$ cat src/tail_exec_regs.svh
/*
 * opcode values, flag bit positions, reset values, vector addresses and push indices for the tail
 * instruction executor; assumes inclusion by bare name from its design files
 */
`ifndef TAIL_EXEC_REGS_SVH
`define TAIL_EXEC_REGS_SVH

// opcodes
`define OPC_SOFTWARE_TRAP    8'h83
`define OPC_WAIT             8'h8f
`define OPC_FLAGS_TO_CCR     8'h84
`define OPC_FLAGS_TO_ACC     8'h85
`define OPC_ACC_TO_INDEX     8'h97
`define OPC_INDEX_TO_ACC     8'h9f
`define OPC_STACKPTR_TO_PAIR 8'h95
`define OPC_PAIR_TO_STACKPTR 8'h94
`define OPC_TEST_ACC         8'h4d
`define OPC_TEST_INDEX       8'h5d
`define OPC_TEST_MEM_DIR     8'h3d
`define OPC_TEST_MEM_IX1     8'h6d
`define OPC_TEST_MEM_IX      8'h7d

// condition flag bit positions
`define FLAG_V 7
`define FLAG_H 4
`define FLAG_I 3
`define FLAG_N 2
`define FLAG_Z 1
`define FLAG_C 0

// reset values
`define RST_FLAGS    8'h68
`define RST_STACKPTR 16'h00ff
`define RST_ACC      8'h00
`define RST_INDEX    16'h0000
`define RST_PC       16'h0000

// trap vector bytes
`define VEC_TRAP_HIGH 16'hfffc
`define VEC_TRAP_LOW  16'hfffd

// trap pushes, last index of the push sequence
`define PUSH_LAST 3'h4
`define PUSH_PCL  3'h0
`define PUSH_PCH  3'h1
`define PUSH_X    3'h2
`define PUSH_A    3'h3

`endif

$ cat src/tail_exec_pkg.sv
/*
 * types shared by the tail instruction executor; no assumptions
 */
`default_nettype none

package tail_exec_pkg;
   typedef enum logic [3:0] {
      st_idle,
      st_push,
      st_set_mask,
      st_vec_high,
      st_vec_low,
      st_waiting,
      st_second
   } exec_state_t;

   typedef logic [7:0] byte_t;
endpackage

`default_nettype wire

$ cat src/sign_zero_test.sv
/*
 * negative and zero evaluation of a value minus zero;
 * assumes a purely combinational operand from the caller
 */
`timescale 1ns/1ps
`default_nettype none

module sign_zero_test #(
   parameter int WIDTH = 8
)(
   input  wire logic [WIDTH-1:0] value,
   output logic                  negative,
   output logic                  zero
);
   // refused at elaboration: a zero-width value has no sign bit
   if (WIDTH < 1)
   begin
      $error("sign_zero_test needs a positive width");
   end

   // subtracting zero leaves the value, so only its sign and emptiness matter
   assign negative = value[WIDTH-1];
   assign zero     = (value == '0);
endmodule

`default_nettype wire

$ cat src/tail_exec.sv
/*
 * executor for the trap, wait, test and transfer instructions of an 8-bit core;
 * assumes the fetch stage presents one opcode at a time, memory reads answer in
 * the same cycle, and irq_req comes from interrupt logic on ref_clk
 */
// Behaviour
// - the trap opcode bumps the program counter, pushes low pc, high pc, index low, accumulator and flags, sets the mask, loads the vector, all in 9 cycles.
// - the wait opcode clears the interrupt mask, keeps every other flag and takes one cycle before waiting.
// - after wait the core stops its own clocking and resumes only when an interrupt request is seen.
// - the test opcodes compare accumulator, index low or a memory operand against zero, clear overflow, set negative and zero and keep half-carry and mask.
`timescale 1ns/1ps
`default_nettype none
`include "tail_exec_regs.svh"

module tail_exec
   import tail_exec_pkg::*;
(
   input  wire logic        ref_clk,
   input  wire logic        sys_rst,
   input  wire logic        op_valid,
   input  wire logic [7:0]  opcode,
   input  wire logic [7:0]  mem_operand,
   input  wire logic        irq_req,
   input  wire logic [7:0]  mem_rdata,
   output logic             op_ready,
   output logic             op_done,
   output logic             clk_run,
   output logic [15:0]      mem_addr,
   output logic [7:0]       mem_wdata,
   output logic             mem_we,
   output logic             mem_re,
   output logic [7:0]       acc,
   output logic [15:0]      index_pair,
   output logic [15:0]      stack_ptr,
   output logic [15:0]      prog_counter,
   output logic [7:0]       condition_flags
);
   exec_state_t state;
   logic [2:0]  push_idx;
   logic [7:0]  opcode_held;
   logic [7:0]  test_value;
   logic        test_neg;
   logic        test_zero;
   logic        take;
   logic        is_test;
   logic        is_single;
   logic        is_double;

   ////////////////////////////////////////////////////////////////////////////
   // decode

   assign take     = op_valid && (state == st_idle);
   assign op_ready = (state == st_idle);

   always_comb
   begin
      is_test   = 1'b0;
      is_single = 1'b0;
      is_double = 1'b0;
      case (opcode)
         `OPC_TEST_ACC, `OPC_TEST_INDEX, `OPC_TEST_MEM_DIR,
         `OPC_TEST_MEM_IX1, `OPC_TEST_MEM_IX:
         begin
            is_test   = 1'b1;
            is_single = 1'b1;
         end
         `OPC_FLAGS_TO_ACC, `OPC_ACC_TO_INDEX, `OPC_INDEX_TO_ACC:
         begin
            is_single = 1'b1;
         end
         `OPC_FLAGS_TO_CCR, `OPC_STACKPTR_TO_PAIR, `OPC_PAIR_TO_STACKPTR:
         begin
            is_double = 1'b1;
         end
         default:
         begin
            // unknown opcodes belong elsewhere; finished without effect
            is_single = (opcode != `OPC_SOFTWARE_TRAP) && (opcode != `OPC_WAIT);
         end
      endcase
   end

   always_comb
   begin
      if (opcode == `OPC_TEST_ACC)
      begin
         test_value = acc;
      end
      else if (opcode == `OPC_TEST_INDEX)
      begin
         test_value = index_pair[7:0];
      end
      else
      begin
         test_value = mem_operand;
      end
   end

   sign_zero_test #(
      .WIDTH (8)
   ) u_test (
      .value    (test_value),
      .negative (test_neg),
      .zero     (test_zero)
   );

   ////////////////////////////////////////////////////////////////////////////
   // sequencing

   always_ff @(posedge ref_clk or posedge sys_rst)
   begin
      if (sys_rst)
      begin
         state       <= st_idle;
         push_idx    <= `PUSH_PCL;
         opcode_held <= 8'h00;
      end
      else
      begin
         case (state)
            st_idle:
            begin
               push_idx <= `PUSH_PCL;
               if (take)
               begin
                  opcode_held <= opcode;
                  if (opcode == `OPC_SOFTWARE_TRAP)
                  begin
                     state <= st_push;
                  end
                  else if (opcode == `OPC_WAIT)
                  begin
                     state <= st_waiting;
                  end
                  else if (is_double)
                  begin
                     state <= st_second;
                  end
               end
            end
            st_push:
            begin
               push_idx <= push_idx + 3'h1;
               if (push_idx == `PUSH_LAST)
               begin
                  state <= st_set_mask;
               end
            end
            st_set_mask: state <= st_vec_high;
            st_vec_high: state <= st_vec_low;
            st_vec_low:  state <= st_idle;
            st_waiting:
            begin
               if (irq_req)
               begin
                  state <= st_idle;
               end
            end
            st_second:   state <= st_idle;
            default:     state <= st_idle;
         endcase
      end
   end

   // one-cycle instructions finish on their taking edge, the rest on their last state
   assign op_done = (take && is_single) || (state == st_vec_low) ||
                    (state == st_second) || ((state == st_waiting) && irq_req);

   // clocking of the core is held off for the whole wait
   assign clk_run = (state != st_waiting);

   ////////////////////////////////////////////////////////////////////////////
   // stack and vector bus

   always_comb
   begin
      mem_addr  = 16'h0000;
      mem_wdata = 8'h00;
      mem_we    = 1'b0;
      mem_re    = 1'b0;
      if (state == st_push)
      begin
         mem_addr = stack_ptr;
         mem_we   = 1'b1;
         if (push_idx == `PUSH_PCL)
         begin
            mem_wdata = prog_counter[7:0];
         end
         else if (push_idx == `PUSH_PCH)
         begin
            mem_wdata = prog_counter[15:8];
         end
         else if (push_idx == `PUSH_X)
         begin
            mem_wdata = index_pair[7:0];
         end
         else if (push_idx == `PUSH_A)
         begin
            mem_wdata = acc;
         end
         else
         begin
            mem_wdata = condition_flags;
         end
      end
      else if (state == st_vec_high)
      begin
         mem_addr = `VEC_TRAP_HIGH;
         mem_re   = 1'b1;
      end
      else if (state == st_vec_low)
      begin
         mem_addr = `VEC_TRAP_LOW;
         mem_re   = 1'b1;
      end
   end

   ////////////////////////////////////////////////////////////////////////////
   // program counter and stack pointer

   always_ff @(posedge ref_clk or posedge sys_rst)
   begin
      if (sys_rst)
      begin
         prog_counter <= `RST_PC;
      end
      else if (take && (opcode == `OPC_SOFTWARE_TRAP))
      begin
         prog_counter <= prog_counter + 16'h0001;
      end
      else if (state == st_vec_high)
      begin
         prog_counter[15:8] <= mem_rdata;
      end
      else if (state == st_vec_low)
      begin
         prog_counter[7:0] <= mem_rdata;
      end
   end

   always_ff @(posedge ref_clk or posedge sys_rst)
   begin
      if (sys_rst)
      begin
         stack_ptr <= `RST_STACKPTR;
      end
      else if (state == st_push)
      begin
         stack_ptr <= stack_ptr - 16'h0001;
      end
      else if ((state == st_second) && (opcode_held == `OPC_PAIR_TO_STACKPTR))
      begin
         stack_ptr <= index_pair - 16'h0001;
      end
   end

   ////////////////////////////////////////////////////////////////////////////
   // accumulator and index pair

   always_ff @(posedge ref_clk or posedge sys_rst)
   begin
      if (sys_rst)
      begin
         acc <= `RST_ACC;
      end
      else if (take && (opcode == `OPC_FLAGS_TO_ACC))
      begin
         acc <= condition_flags;
      end
      else if (take && (opcode == `OPC_INDEX_TO_ACC))
      begin
         acc <= index_pair[7:0];
      end
   end

   always_ff @(posedge ref_clk or posedge sys_rst)
   begin
      if (sys_rst)
      begin
         index_pair <= `RST_INDEX;
      end
      else if (take && (opcode == `OPC_ACC_TO_INDEX))
      begin
         index_pair[7:0] <= acc;
      end
      else if ((state == st_second) && (opcode_held == `OPC_STACKPTR_TO_PAIR))
      begin
         index_pair <= stack_ptr + 16'h0001;
      end
   end

   ////////////////////////////////////////////////////////////////////////////
   // condition flags

   always_ff @(posedge ref_clk or posedge sys_rst)
   begin
      if (sys_rst)
      begin
         condition_flags <= `RST_FLAGS;
      end
      else if (take && (opcode == `OPC_WAIT))
      begin
         condition_flags[`FLAG_I] <= 1'b0;
      end
      else if (take && is_test)
      begin
         // half-carry, mask and carry kept
         condition_flags[`FLAG_V] <= 1'b0;
         condition_flags[`FLAG_N] <= test_neg;
         condition_flags[`FLAG_Z] <= test_zero;
      end
      else if (state == st_set_mask)
      begin
         condition_flags[`FLAG_I] <= 1'b1;
      end
      else if ((state == st_second) && (opcode_held == `OPC_FLAGS_TO_CCR))
      begin
         condition_flags <= acc;
      end
   end
endmodule

`default_nettype wire

$ cat config.mk
export PLATFORM = sky130hd
export DESIGN_NAME = tail_exec
export DESIGN_NICKNAME = d
export VERILOG_FILES = /design/src/tail_exec_pkg.sv /design/src/sign_zero_test.sv /design/src/tail_exec.sv
export VERILOG_INCLUDE_DIRS = /design/src
export SDC_FILE = /design/constraint.sdc
export NUM_CORES = 1
export LEC_CHECK = 0
export ABC_CLOCK_PERIOD_IN_PS = 6300
export BUFFER_PORTS_ARGS = -buffer_cell sky130_fd_sc_hd__buf_2
export CORE_ASPECT_RATIO = 0.6
export CORE_UTILIZATION = 25
export DETAILED_ROUTE_END_ITERATION = 16
export PLACE_DENSITY = 0.5
export SLEW_MARGIN = 40
export SYNTH_ARGS = -nofsm -noshare
export SYNTH_HDL_FRONTEND = slang
export SYNTH_SLANG_ARGS = --single-unit
export TNS_END_PERCENT = 20
$ cat constraint.sdc
create_clock -name ref_clk -period 6.3 [get_ports ref_clk]
set_clock_uncertainty 0.05 [all_clocks]
set_input_delay 0.945 -clock ref_clk [delete_from_list [all_inputs] [get_ports ref_clk]]
set_output_delay 0.945 -clock ref_clk [all_outputs]
set_load 0.02 [all_outputs]
## Word level (Yosys, flattened, before mapping)

Cells that the tools add are included.
Widths: inputs -> output; s select.

| word-level totals | value |
|---|---|
| logic and storage cells | 137 |
| output and inout bits | 93 |
| bits of input ports | 28 |
| bits in registers | 79 |

| cells by class | value |
|---|---|
| reductions and logical operators | 37 |
| add/sub/neg operators | 5 |
| eq/ne operators | 36 |
| bitwise operators | 4 |
| muxes and demuxes | 43 |

Operator list:

| operator | count |
|---|---|
| $mux 8 | 15 |
| $mux 16 | 6 |
| $eq 8x8->1 const B | 11 |
| $add 16x1->16 const B | 2 |
| $eq 8x7->1 const B | 4 |
| $sub 16x1->16 const B | 2 |
| $mux 4 | 7 |
| $pmux 4 s5 | 1 |
| $ne 8x8->1 const B | 2 |
| $reduce_bool 2->1 | 7 |
| $logic_and 1x1->1 | 13 |
| $eq 4x3->1 const B | 3 |
| $mux 1 | 10 |
| $eq 4x2->1 const B | 2 |
| $eq 8x6->1 const B | 1 |
| $logic_not 8->1 | 1 |
| $ne 2x2->1 const B | 4 |
| $reduce_and 2->1 | 4 |
| $reduce_and 4->1 | 2 |
| $reduce_or 8->1 | 1 |
| $eq 3x2->1 const B | 2 |
| $pmux 3 s2 | 1 |
| $reduce_or 5->1 | 1 |
| $eq 4x1->1 const B | 1 |
| 16 further kinds | 22 |

## Logic depth before layout (Yosys ltp)

| logic depth | value |
|---|---|
| word-level depth | 8 |
| mapped depth | 14 |
| gate-level depth less buffers | 11 |

## Modules after synthesis

Synthesis repeated with hierarchy kept, for this count alone.

| second synthesis, totals | value |
|---|---|
| cells, all modules | 682 |
| area total of the unflattened synthesis | 5629.1 sq um |

Modules (own cells, without submodules):

| module | times used | sequential area each (sq um) | cells each | area an instance (sq um) |
|---|---|---|---|---|
| tail_exec | 1 | 1965.6 | 678 | 5602.9 |
| sign_zero_test | 1 | 0.0 | 4 | 26.3 |

## Worst setup path after synthesis

OpenSTA, ideal clock, no wires.

| timing path | value |
|---|---|
| path type | reg2reg |
| from | reg state[1] |
| to | reg stack_ptr[14] |
| cell stages (with the launch flop) | 15 |
| path buffers | 3 |
| arrival | 2.961 ns |
| setup slack | 3.170 ns |
| cell sequence | dfrtp_1 -> clkbuf_1 -> or3b_1 -> clkinv_1 -> buf_2 -> clkbuf_1 -> nand2_1 -> a21boi_0 -> ha_1 -> nor3b_1 -> nand2_1 -> o31a_1 -> o21bai_1 -> mux2i_1 -> o21a_1 |

| between the ends | value |
|---|---|
| longest elaborated chain between the ends | 3 |
| elaborated cells between the ends (all ways) | 5 |

Ends and longest elaborated chain:

| what | line | source |
|---|---|---|
| from (decl) | tail_exec.sv:38 | `exec_state_t state;` |
| from (signal assigned) | tail_exec.sv:114 | `state <= st_idle;` |
| from (signal assigned) | tail_exec.sv:129 | `state <= st_push;` |
| from (signal assigned) | tail_exec.sv:133 | `state <= st_waiting;` |
| $eq 4x3->1 | tail_exec.sv:251 | `` else if ((state == st_second) && (opcode_held == `OPC_PAIR_TO_STACKPTR)) `` |
| $logic_and 1x1->1 | tail_exec.sv:251 |  |
| $reduce_bool 2->1 (no source line) | -- |  |
| to (signal assigned) | tail_exec.sv:245 | `` stack_ptr <= `RST_STACKPTR; `` |
| to (signal assigned) | tail_exec.sv:249 | `stack_ptr <= stack_ptr - 16'h0001;` |
| to (signal assigned) | tail_exec.sv:253 | `stack_ptr <= index_pair - 16'h0001;` |
| to (decl) | tail_exec.sv:34 | `output logic [15:0] stack_ptr,` |

Parallel ways exist; a longest one is shown, timed or not.
A chain may end at the register's enable or synchronous reset.

## Worst setup path after layout

| timing path | value |
|---|---|
| from | reg state[0] |
| to | reg stack_ptr[14] |

Same word-level chain as after synthesis.

==> metrics.yaml <==
placed_design:
  dp_worst_setup_slack_ps: 2625
  portBuffers: 120
  gp_congestion: 0.8414
  hpwl_um: 14870
worst_setup_path:
  cp_common_cell: "mux2i_1"
  cp_data_required_time_ps: 6530
  start_kind: "flop"
  endpoint_kind: "flop"
  path_max_fanout: 28
  cp_top_family: "simple AND/OR/NAND/NOR gates"
  crit_type: "flop to flop"
  arrival_ps: 3980
  crit_chain: "or3b_2 -> mux2i_1 -> ha_1 -> nor3b_1 -> nand2_1 -> o31a_1 -> o21bai_1 -> mux2i_1 -> o21a_1"
  max_stage_delay_ps: 790
  path_buf_inv: 0
  crit_slowest_cell: "or3b_2"
floorplan:
  fp.dieArea_um2: 21950
  placementRows: 40
  die_w_um: 190.6
  core_um2: 20470
  die_h_um: 115.2
  initial_core_util: 0.2607
  ios: 121
final_layout:
  nets: 800
  final_util: 0.3169
  syn2layout_area_growth_pct: 21.57
  layout-drive-gt1-share: 0.2354
  final_cell_mix: "nand2_1 (134), buf_2 (120), nor2_1 (69)"
  layout_commonest_cell: "nand2_1"
  fillers: 2195
  insertedDiodeCount: 0
worst_hold_path:
  hold_class: "flop to flop"
logic_synthesis:
  syn_inst: 675
  async_flop_share: 1.000
  yosys.cell_types.count: 63
  synth_seq_area_share: 0.3683
  yosys_register_bits: 78
  synth_fp_nets: 711
  synth.cell_area_um2: 5336
  synth_edf_count: 0
  avgSynthCellArea_um2: 7.906
  synth_ff_type: "dfrtp_1"
  synth_warnings: 0
power:
  p_switching_uw: 1559
  seq_power_share: 0.299
  p_comb_frac: 0.518
  max-vdd-ir-drop_uv: 196.5
  finalPower_uw: 3114
  power_density_nw_per_um2: 480.0
  power.internal_uw: 1555
  switching_share: 0.5006
  leakagePower_uw: 0.002908
  clkPwrFrac: 0.183
clock_network:
  clock-root-buffer: "clkbuf_16"
  postCtsSetupBuffers: 0
  ctsResizeCount: 0
  h-tree-depth: 3
  cts_tree: "yes"
  hold_buffers: 0
  clock_latency_ps: 350
  clk_pin_slew_ps: 60
  cts.path.max_buffers: 2
  cts_sinks: 78
  cts_buffers: 9
sta:
  fin_tns_setup_ps: 0
  slew_headroom: 0.5087
  fin_hold_ws_ps: 418.1
  layout_setup_ws_ps: 2557
  setup_violations: 0
  fin_crit_sh: 0.5941
  tightest_slew_ps: 733.0
  finalHoldViolations: 0
  rsz0062_at_grt: "no"
  period_minus_slack_ps: 3743
  max_freq_ghz: 0.2672
  slew_violations: 0
grt:
  grt_pass1_wl_um: 30630
  grt_overflow: 0
  grt_max_degree: 54
  grt_util_all_layers: 0.1840
  antenna_found_initial: 0
  grt_pass1_vias: 4952
routing:
  drc: 0
  wl_per_cell_um: 19.06
  via_count: 5510
  ant_nets: 0
  initialDrtViolationCount: 621
  drt_wl_total_um: 19860
  avgViaCountPerCell: 5.288
  dr.pass1.iters: 5
outcome:
  run_status: "complete, no violations"
flow_run:
  max-cap-violations: 0
[sequential cells by signal, summed over array words and instances, names as in the netlist]
| register | flops |
|---|---|
| prog_counter | 16 |
| opcode_held | 8 |
| stack_ptr | 16 |
| push_idx | 3 |
| acc | 8 |
| index_pair | 16 |
| condition_flags | 8 |
| state | 3 |
[cell families (layout without fill, tap and decap cells)]
logic type	after synthesis	count (layout)	synth area share
AO/OA/AOI/OAI	155	155	0.1930
XOR/XNOR	17	17	0.02790
adder cells (fa/ha/maj)	8	8	0.01876
buffers and inverters	57	151	0.04103
flip-flops	78	78	0.3683
multiplexers	25	25	0.04830
AND/OR/NAND/NOR	335	335	0.3027
[power groups by stage]
stage	logic (uW)	clock network [uW]	registers [uW]
2_1_floorplan	1130	0	872
3_3_place_gp	1600	0	933
3_5_place_dp	1610	0	932
4_1_cts	1610	582	923
5_1_grt	1790	600	961
6_report	1610	570	930
[layer usage]
metal,track usage,vias to the layer above,wire length (um)
met5,0,-,0
met4,0.03573,0,196
met3,0.04976,16,1617
met2,0.2223,224,7295
met1,0.3054,2637,10750
li1,-,2633,-
[worst register-to-register path, cell delays in order, from the launching register on]
cell and delay, ps:
dfrtp_1 610, or3b_2 790, mux2i_1 410, ha_1 340, nor3b_1 430, nand2_1 170
o31a_1 380, o21bai_1 210, mux2i_1 160, o21a_1 130
[synth_stat cells, types with 13 or more instances]
master    instances  area (um^2)
nand2_1         134        503.0
nor2_1           70        262.8
dfrtp_1          67         1677
o21ai_0          40        200.2
clkbuf_1         38        142.6
a21oi_1          26        130.1
a211oi_1         25        187.7
nor3_1           23        115.1
mux2i_1          19        190.2
nand3_1          19        95.09
nand4_1          13        81.33
nor4_1           13        81.33
[through the flow]
| step | instances | instance area [um^2] |
|---|---|---|
| 2_1_floorplan | 675 | 5336 |
| 3_3_place_gp | 1026 | 6146 |
| 3_5_place_dp | 1026 | 6178 |
| 4_1_cts | 1042 | 6487 |
| 5_1_grt | 1042 | 6487 |
| 6_report | 1042 | 6487 |
[cell type report]
class,count,area (um^2),share of cell area
clock buffers,12,236.5,0.03645
multi-input cells,540,3191,0.4918
clock inverters,4,72.57,0.01119
well taps,273,341.6,0.05265
repair buffers,126,645.6,0.09952
inverters,9,35.03,0.005400
flip-flops and latches,78,1966,0.3030
[final timing paths]
check                                endpoint  depth (start not counted)  slack, ps            from
setup / recovery                stack_ptr[14]                          9       2560        state[0]
hold / removal                 opcode_held[7]                          2        420  opcode_held[7]
setup reg to reg                stack_ptr[14]                          9       2560        state[0]
hold reg to reg                opcode_held[7]                          2        420  opcode_held[7]
max in group asynchronous  condition_flags[4]                          3       4500         sys_rst
min in group asynchronous       stack_ptr[15]                          2        580         sys_rst
Power figures use the tool's default switching activity.
